`config.mk`:
```
export PLATFORM = sky130hd
export DESIGN_NAME = secu_error_unit
export DESIGN_NICKNAME = d
export VERILOG_FILES = /design/src/secu_pkg.sv /design/src/secu_error_unit.sv
export SDC_FILE = /design/constraint.sdc
export NUM_CORES = 1
export LEC_CHECK = 0
export ABC_AREA = 1
export BUFFER_PORTS_ARGS = -buffer_cell sky130_fd_sc_hd__buf_4
export CORE_UTILIZATION = 47
export CTS_CLUSTER_DIAMETER = 30
export DETAILED_ROUTE_END_ITERATION = 6
export HOLD_SLACK_MARGIN = 0.08
export PLACE_DENSITY_LB_ADDON = 0.2
export SYNTH_ARGS = -nofsm -noshare
export SYNTH_HDL_FRONTEND = slang
export SYNTH_SLANG_ARGS = --single-unit
```
`constraint.sdc`:
```
create_clock -name clk -period 1.6 [get_ports clk]
set_input_delay 0.16 -clock clk [delete_from_list [all_inputs] [get_ports clk]]
set_output_delay 0.16 -clock clk [all_outputs]
set_load 0.02 [all_outputs]
```
`src/secu_pkg.sv`:
```
package secu_pkg;
  // gpib error codes
  localparam logic [4:0] SECU_NO_GPIB_ERR = 5'h00;
  localparam logic [4:0] SECU_IO_ABORTED_ERR = 5'h06;
  localparam logic [4:0] SECU_CAPABILITY_DISABLED_ERR = 5'h0B;
  localparam logic [4:0] SECU_COMMAND_SEND_ERR = 5'h0E;
  localparam logic [4:0] SECU_UNKNOWN_FUNCTION_ERR = 5'h11;
  // serial error codes
  localparam logic [2:0] SECU_NO_SERIAL_ERR = 3'h0;
  localparam logic [2:0] SECU_PARITY_ERR = 3'h1;
  localparam logic [2:0] SECU_OVERRUN_ERR = 3'h2;
  localparam logic [2:0] SECU_BUFFER_OVERFLOW_ERR = 3'h3;
  localparam logic [2:0] SECU_FRAMING_ERR = 3'h4;
  // character frame: start + data + parity + stop
  localparam int SECU_START_BITS = 1;
  localparam int SECU_DEFAULT_DATA_BITS = 8;
  localparam int SECU_DEFAULT_BIT_CYCLES = 1042;
  // receive line space level (break = line held low)
  localparam logic SECU_SPACE = 1'b0;

  typedef enum logic [1:0] {
    SECU_IDLE = 2'b00,
    SECU_MSG = 2'b01,
    SECU_XFER = 2'b10
  } secu_state_t;
endpackage

```
`src/secu_error_unit.sv`:
```
module secu_error_unit
  import secu_pkg::*;
#(
  parameter int DATA_BITS = SECU_DEFAULT_DATA_BITS,
  parameter int BIT_CYCLES = SECU_DEFAULT_BIT_CYCLES
) (
  // clock and reset
  input wire logic clk,
  input wire logic rst_n,

  // configuration
  input wire logic ignore_serial_errs,
  input wire logic parity_en,
  input wire logic parity_odd,
  input wire logic g_mode,

  // receive line and receiver events
  input wire logic rx_line,
  input wire logic rx_char_valid,
  input wire logic [DATA_BITS-1:0] rx_char,
  input wire logic rx_parity_bit,
  input wire logic rx_stop_bit,
  input wire logic rx_char_pending,
  input wire logic rx_buf_full,

  // receive data passed on
  output logic rx_out_valid,
  output logic [DATA_BITS-1:0] rx_out_data,

  // operation control from command logic
  input wire logic op_start,
  input wire logic msg_start,
  input wire logic msg_end,
  input wire logic xfer_start,
  input wire logic xfer_end,

  // gpib-side error events
  input wire logic io_cancelled,
  input wire logic cap_disabled,
  input wire logic func_is_g_mode,
  input wire logic func_valid,
  input wire logic func_unknown,
  input wire logic cmd_send_fail,

  // results
  output logic msg_discard,
  output logic xfer_abort,
  output logic [4:0] gpib_error,
  output logic [2:0] serial_error,
  output logic err_flag
);
  import secu_pkg::*;

  // frame is start, data, one parity slot and one stop, whether or not parity is on
  localparam int FRAME_BITS = SECU_START_BITS + DATA_BITS + 2;
  localparam int BREAK_CYCLES = FRAME_BITS * BIT_CYCLES;
  // one spare count so a saturated counter is told apart from the limit itself
  localparam int CW = $clog2(BREAK_CYCLES + 2);
  localparam logic [CW-1:0] BREAK_LIMIT = CW'(BREAK_CYCLES);
  localparam logic [CW-1:0] CNT_STEP = CW'(1);

  // character widths outside 5..8 have no framing in the receiver
  initial begin
    if (DATA_BITS < 5) begin
      $error("secu_error_unit: DATA_BITS below 5 not supported");
    end
    if (DATA_BITS > 8) begin
      $error("secu_error_unit: DATA_BITS above 8 not supported");
    end
    if (BIT_CYCLES < 1) begin
      $error("secu_error_unit: BIT_CYCLES must be at least 1");
    end
  end

  secu_state_t state;
  secu_state_t next_state;

  // break detection
  logic [CW-1:0] space_cnt;
  logic break_seen;
  logic break_evt;

  // serial and gpib code selection
  logic parity_bad;
  logic [2:0] next_serial;
  logic ser_evt;
  logic [4:0] next_gpib;
  logic gpib_evt;

  // per-character conditions, judged only in the cycle a character is presented; gpib terms and recording also follow func_valid and break events
  logic stop_missing;
  logic buf_overflow;
  logic char_overrun;
  logic char_parity;
  logic mode_mismatch;
  logic gpib_any;
  logic ser_record;
  logic char_keep;

  assign stop_missing = rx_char_valid && (rx_stop_bit == SECU_SPACE);

  // only expected when both flow-control schemes are off
  assign buf_overflow = rx_char_valid && rx_buf_full;

  // pending means the previous character was never taken, so it is lost
  assign char_overrun = rx_char_valid && rx_char_pending;

  assign char_parity = rx_char_valid && parity_bad;

  // a function of the other command set counts as a disabled capability
  assign mode_mismatch = func_valid && (func_is_g_mode != g_mode);

  assign gpib_any = io_cancelled || cmd_send_fail || func_unknown || cap_disabled || mode_mismatch;

  // ignoring masks recording, discard and abort alike
  assign ser_record = ser_evt && !ignore_serial_errs;

  // bad bytes still pass when ignoring, so the host sees what arrived
  assign char_keep = rx_char_valid && (!ser_evt || ignore_serial_errs);

  // break counter; saturates one past the frame time so a long break cannot wrap
  // and raise a second event within the same low period
  always_ff @(posedge clk or negedge rst_n) begin
    if (!rst_n) begin
      space_cnt <= '0;
    end else if (rx_line != SECU_SPACE) begin
      space_cnt <= '0;
    end else if (space_cnt <= BREAK_LIMIT) begin
      space_cnt <= space_cnt + CNT_STEP;
    end
  end

  // one event per break, rearmed only when the line returns to mark
  always_ff @(posedge clk or negedge rst_n) begin
    if (!rst_n) begin
      break_seen <= 1'b0;
    end else if (rx_line != SECU_SPACE) begin
      break_seen <= 1'b0;
    end else if (space_cnt > BREAK_LIMIT) begin
      break_seen <= 1'b1;
    end
  end

  // strictly longer than a whole frame, so a long run of zero data is not a break
  assign break_evt = (space_cnt > BREAK_LIMIT) && !break_seen;

  // even parity: data xor parity bit is 0; odd: 1
  logic [DATA_BITS:0] par_chain;
  assign par_chain[0] = rx_parity_bit;
  for (genvar i = 0; i < DATA_BITS; i++) begin : g_par
    assign par_chain[i+1] = par_chain[i] ^ rx_char[i];
  end
  assign parity_bad = parity_en && (par_chain[DATA_BITS] != parity_odd);

  // priority: break/framing, overflow, overrun, parity
  always_comb begin
    next_serial = SECU_NO_SERIAL_ERR;
    ser_evt = 1'b1;
    if (break_evt) begin
      next_serial = SECU_FRAMING_ERR;
    end else if (stop_missing) begin
      next_serial = SECU_FRAMING_ERR;
    end else if (buf_overflow) begin
      next_serial = SECU_BUFFER_OVERFLOW_ERR;
    end else if (char_overrun) begin
      next_serial = SECU_OVERRUN_ERR;
    end else if (char_parity) begin
      next_serial = SECU_PARITY_ERR;
    end else begin
      ser_evt = 1'b0;
    end
  end

  // ranking: cancel, send failure, unknown name, capability
  always_comb begin
    next_gpib = SECU_NO_GPIB_ERR;
    gpib_evt = 1'b1;
    if (io_cancelled) begin
      next_gpib = SECU_IO_ABORTED_ERR;
    end else if (cmd_send_fail) begin
      next_gpib = SECU_COMMAND_SEND_ERR;
    end else if (func_unknown) begin
      next_gpib = SECU_UNKNOWN_FUNCTION_ERR;
    end else if (cap_disabled || mode_mismatch) begin
      next_gpib = SECU_CAPABILITY_DISABLED_ERR;
    end else begin
      gpib_evt = 1'b0;
    end
  end

  // what the command logic is currently receiving or moving
  always_comb begin
    next_state = state;
    case (state)
      SECU_IDLE: begin
        if (xfer_start) begin
          next_state = SECU_XFER;
        end else if (msg_start) begin
          next_state = SECU_MSG;
        end
      end
      SECU_MSG: begin
        if (msg_end || msg_discard) begin
          next_state = SECU_IDLE;
        end
      end
      SECU_XFER: begin
        if (xfer_end || xfer_abort) begin
          next_state = SECU_IDLE;
        end
      end
      default: begin
        next_state = SECU_IDLE;
      end
    endcase
  end

  always_ff @(posedge clk or negedge rst_n) begin
    if (!rst_n) begin
      state <= SECU_IDLE;
    end else begin
      state <= next_state;
    end
  end

  // one-cycle pulses; errors ignored when requested
  assign msg_discard = (state == SECU_MSG) && !g_mode && ser_record;
  // transfers abort in either command-set mode
  assign xfer_abort = (state == SECU_XFER) && ser_record;

  // erroneous bytes dropped unless ignoring
  always_ff @(posedge clk or negedge rst_n) begin
    if (!rst_n) begin
      rx_out_valid <= 1'b0;
    end else begin
      rx_out_valid <= char_keep;
    end
  end

  // data follows every presented character; only the valid pulse qualifies it
  always_ff @(posedge clk or negedge rst_n) begin
    if (!rst_n) begin
      rx_out_data <= '0;
    end else if (rx_char_valid) begin
      rx_out_data <= rx_char;
    end
  end

  // codes cleared at the start of each operation; an error in that cycle still wins
  always_ff @(posedge clk or negedge rst_n) begin
    if (!rst_n) begin
      serial_error <= SECU_NO_SERIAL_ERR;
    end else if (ser_record) begin
      serial_error <= next_serial;
    end else if (op_start) begin
      serial_error <= SECU_NO_SERIAL_ERR;
    end
  end

  // kept apart from the serial code so both can be read after one operation
  always_ff @(posedge clk or negedge rst_n) begin
    if (!rst_n) begin
      gpib_error <= SECU_NO_GPIB_ERR;
    end else if (gpib_evt) begin
      gpib_error <= next_gpib;
    end else if (op_start) begin
      gpib_error <= SECU_NO_GPIB_ERR;
    end
  end

  // flag follows either code; an error in the clearing cycle keeps it set
  always_ff @(posedge clk or negedge rst_n) begin
    if (!rst_n) begin
      err_flag <= 1'b0;
    end else if (gpib_any || ser_record) begin
      err_flag <= 1'b1;
    end else if (op_start) begin
      err_flag <= 1'b0;
    end
  end
endmodule

```
# [Yosys cells after proc, flatten, opt, wreduce, memory -nomap -nowiden]
# Cells that the tools add are included.
[classes] n_addsub=1 bitwise=9 muxes=33 reduce_logical=32 magnitude_cmp=2 n_eq_ne=7
[op_table] operator="two-way mux 14 bit" n=2
[op_table] operator="two-way mux 5 bit" n=5
[op_table] operator="adder 14 x 1 -> 14 bit, second input constant" n=1
[op_table] operator="> comparator 14 bit, second input constant" n=1
[op_table] operator="less-or-equal comparator 14 bit, second input constant" n=1
[op_table] operator="two-way mux 1 bit" n=14
[op_table] operator="logical AND 1 bit" n=12
[op_table] operator="two-way mux 2 bit" n=6
[op_table] operator="two-way mux 3 bit" n=4
[op_table] operator="nonzero test 2 bit" n=5
[op_table] operator="logical OR 1 bit" n=9
[op_table] operator="bitwise XOR 1 bit" n=8
[op_table] operator="case mux 2 bit (3 select lines)" n=1
[op_table] operator="zero test 1 bit" n=4
[op_table] operator="two-way mux 4 bit" n=1
[op_table] operator="!= test 2 bit, second input constant" n=2
[op_table] operator="!= test 3 bit, second input constant" n=1
[op_table] operator="AND reduction 3 bit" n=1
[op_table] operator="== test 2 x 1 -> 1 bit, second input constant" n=1
[op_table] operator="== test 2 bit, second input constant" n=1
[op_table] operator="zero test 2 bit" n=1
[op_table] operator="!= test 1 bit" n=2
[op_table] operator="inverter 1 bit" n=1
[word_totals] input_bits=31 elab_cells=92 regBits=35 output_inout_bits=20

# [Depth between registers and ports, before layout]
[depth] depth_word=21 mapped_depth=14 ltp_nobuf=14

# [Worst setup path after synthesis]
# Ideal clock, no wire load.
[synth_timing] path_kind="flip-flop to output port" from="register space_cnt[0]" to="output port msg_discard" stages_incl_launch_ff=12 required_ns=1.440 arrival_time_ns=1.641 n_path_buf=0 setup_slack_ns=-0.201 cell_sequence="dfrtp_1 inv_1 ha_1 nand3_2 nor3_1 nand2_1 nand3_1 nand2_1 nor2_1 nand2_2 nand2_4 nor3_1"
[synth_via] elab_chain_len=5
[synth_lines] element="start, declared" line="secu_error_unit.sv:79" text="logic [CW-1:0] space_cnt;"
[synth_lines] element="start signal, assigned" line="secu_error_unit.sv:129" text="space_cnt <= space_cnt + CNT_STEP;"
[synth_lines] element="> comparator 14 bit" line="secu_error_unit.sv:145" text="assign break_evt = (space_cnt > BREAK_LIMIT) && !break_seen;"
[synth_lines] element="logical AND 1 bit" line="secu_error_unit.sv:145"
[synth_lines] element="two-way mux 1 bit" line="secu_error_unit.sv:159" text="if (break_evt) begin"
[synth_lines] element="logical AND 1 bit" line="secu_error_unit.sv:116" text="assign ser_record = ser_evt && !ignore_serial_errs;"
[synth_lines] element="logical AND 1 bit" line="secu_error_unit.sv:227" text="assign msg_discard = (state == SECU_MSG) && !g_mode && ser_record;"
[synth_lines] element="end, declared" line="secu_error_unit.sv:46" text="output logic msg_discard,"
# No other way between the ends.

# [Final worst setup path]
# Ends and elaborated chain as after synthesis.

==> flow_metrics.env <==
export IMPL_ios=51
export IMPL_worst_pin_slew_ps=459
export IMPL_n_antenna_cell=0
export IMPL_cellLeakagePower_nw=1.54
export IMPL_r2r_cells=14
export IMPL_fin_worst_skew_ps=2.91
export IMPL_gp_routability_congestion=0.856
export IMPL_max_slew_margin=0.694
export IMPL_die_w_um=66.9
export IMPL_root_buffer="clkbuf_8"
export IMPL_syn_num_nets=295
export IMPL_post_synth_num_cell_types=33
export IMPL_critPathTopFamily="simple AND/OR/NAND/NOR gates"
export IMPL_wl_per_cell_um=12.8
export IMPL_hold_ws_ps=95.4
export IMPL_cts_tree="yes"
export IMPL_synthTopCellsByArea="dfrtp_1 (44%), nand2_1 (13%), inv_1 (6.8%)"
export IMPL_grt_max_degree=36
export IMPL_violations="negative setup slack"
export IMPL_p_sw_w=0.000613
export IMPL_die_area_sq_um=4480
export IMPL_power_frac_clock=0.299
export IMPL_rsz0062_at_grt="true"
export IMPL_hold_violations=0
export IMPL_yosysWarnings=0
export IMPL_overflow=0
export IMPL_clk_pin_slew_ps=70
export IMPL_crit_arrival_ps=1830
export IMPL_final_nets=397
export IMPL_fmax_ghz=0.503
export IMPL_first_pass_iters=4
export IMPL_final_layout_size_suffix_gt1_frac=0.407
export IMPL_cts_made_buffers=5
export IMPL_dp_hpwl_um=3540
export IMPL_pre_cts_ws_ps=-112
export IMPL_slowest_delay_ps=400
export IMPL_finalCritPeriodShare=1.24
export IMPL_endpoint_kind="primary output"
export IMPL_grt_pass1_wl_um=8040
export IMPL_yosysSeqAreaShare=0.442
export IMPL_multi_input_area_sq_um=1090
export IMPL_initial_core_util=0.492
export IMPL_timing_final_ws_setup_ps=-388
export IMPL_slowest_stage="dfrtp_1"
export IMPL_drtIter0Drc=96
export IMPL_drv_cap=0
export IMPL_worst_path_buf_inv=2
export IMPL_htreeDepth=2
export IMPL_ant_nets=0
export IMPL_powerDensity_nw_per_um2=707
export IMPL_power_w=0.00213
export IMPL_timing_rr_end="space_cnt[9]"
export IMPL_synth_top_cell_by_area="dfrtp_1"
export IMPL_final_setup_viol_count=20
export IMPL_drcViolationCount=0
export IMPL_fin_setup_tns_ps=-3170
export IMPL_yosysTopAreaCellShare=0.442
export IMPL_cp_depth=12
export IMPL_grt_usage=0.239
export IMPL_path_cells="inv_2 > ha_4 > nand3_2 > nor3_2 > nand2_1 > nand3_2 > nand2_2 > nor2_2 > nand2_2 > nand2_4 > nor3_2 > buf_4"
export IMPL_maxSlewViolCount=0
export IMPL_cp_required_ps=1440
export IMPL_mostFrequentLayoutCells="buf_4 (92), nand2_1 (66), dfrtp_1 (35)"
export IMPL_fillCellCount=291
export IMPL_start_kind="register"
export IMPL_crit_type="register to primary output"
export IMPL_antenna_found_initial=0
export IMPL_clkSinkCount=35
export IMPL_first_global_vias=1868
export IMPL_synth_seq_cells=35
export IMPL_crit_fanout=5
export IMPL_vias=2070
export IMPL_crit_start="space_cnt[0]"
export IMPL_wl_um=5290
export IMPL_insertion_delay_ps=280
export IMPL_netlist_area_sq_um=1980
export IMPL_peakVddDrop_uv=614
export IMPL_min_period_ps=1990
export IMPL_timing_rr_start="space_cnt[0]"
export IMPL_netlist_instances=262
export IMPL_regArea_sq_um=876
export IMPL_core_region_area_sq_um=4030
export IMPL_port_buffers=50
export IMPL_viasPerCell=5.00
export IMPL_critical_path_endpoint="msg_discard"
export IMPL_outcome="complete, but fails checks"
export IMPL_area_delta_synth_final_pct=52.4
export IMPL_pwr_share_comb=0.237
export IMPL_die_h_um=66.9
export IMPL_synth_area_per_cell_sq_um=7.56
export IMPL_intPower_w=0.00152
export IMPL_ff2ff_setup_slack_ps=-230
export IMPL_seqPwrFrac=0.464
export IMPL_cts_max_path_buffers=2
export IMPL_hold_class="input port to register"
export IMPL_std_cell_rows=23
export IMPL_switching_share=0.288
export IMPL_layout_commonest_cell="buf_4"
[routing by layer]
layer  track usage  share of wire  up-vias
met3        0.0616          0.053        8
met5             0              0        -
met4        0.0638          0.010        0
met2         0.405           0.49       61
met1         0.296           0.44      956
li1              -              -     1045
[sequential cells by signal (all words and copies together), names as in the netlist]
register / flops
space_cnt: 14
break_seen: 1
err_flag: 1
rx_out_valid: 1
rx_out_data: 8
state: 2
gpib_error: 5
serial_error: 3
[power by group through the flow]
| stage | clock [W] | combinational (W) | sequential, W |
|---|---|---|---|
| finish | 0.000638 | 0.000506 | 0.000989 |
| detailed placement | 0 | 0.000463 | 0.00100 |
| floorplan | 0 | 0.000211 | 0.00104 |
| global placement | 0 | 0.000455 | 0.00100 |
| CTS | 0.000654 | 0.000485 | 0.000987 |
| global route | 0.000713 | 0.000560 | 0.000996 |
[layout make-up]
type                            instances  area share
Multi-Input combinational cell        185       0.363
Sequential cell                        35       0.290
Timing Repair Buffer                   97       0.247
Inverter                               40      0.0506
Clock buffer                            6      0.0274
Tap cell                               50      0.0207
Clock inverter                          1     0.00166
[synth_stat cells, drive strengths merged]
master / instances
and3: 1
a31oi: 1
o21ai: 14
or2: 4
nor4: 2
xor2: 6
nor2: 26
a211oi: 1
nand3b: 1
xnor2: 4
ha: 2
clkbuf: 1
o31ai: 1
a31o: 1
a21oi: 11
buf: 1
nand2: 73
inv: 38
o22ai: 2
clkinv: 2
nand4: 5
dfrtp: 35
nand2b: 1
nor3: 12
nand3: 17
[worst min-delay path, delay by kind of cell]
kind | cells | cell delay [ps]
and+or+nand+nor | 2 | 90
buffers and inverters | 1 | 90
[kinds of logic after synthesis]
logic type                 after synthesis  synth area share
AOI/OAI and AO/OA                       31            0.0847
adders and majority gates                2            0.0126
DFF                                     35             0.442
and+or+nand+nor                        142             0.337
buffers and inverters                   42            0.0796
xor gates and xnor gates                10            0.0442
[timing repair]
| action | in CTS | in global routing |
|---|---|---|
| pin swaps | 6 | 13 |
| hold buffers | 2 | 0 |
| hold endpoints to repair | 36 | 0 |
| resized for setup | 26 | 15 |
| buffers inserted | 4 | 11 |
| cloned | 0 | 0 |
| endpoints found under the setup margin | 15 | 22 |
[stage by stage]
stage / utilization / instance area (sq um) / cells
detailed placement: 0.661 / 2660 / 391
global placement: 0.661 / 2660 / 391
global route: 0.749 / 3020 / 414
finish: 0.749 / 3020 / 414
floorplan: - / 2000 / 262
CTS: 0.716 / 2880 / 404
[how the worst min path moves through the flow]
stage	from	endpoint	slack (ps)	depth (start not counted)
finish	rx_char[7]	rx_out_data[7]	100	3
global route	rx_char[1]	rx_out_data[1]	100	3
CTS	rx_char[1]	rx_out_data[1]	80	3
detailed placement	rst_n	gpib_error[1]	140	1
global placement	rst_n	space_cnt[10]	140	1
floorplan	rst_n	break_seen	-140	0
(Power assumes the default switching activity.)
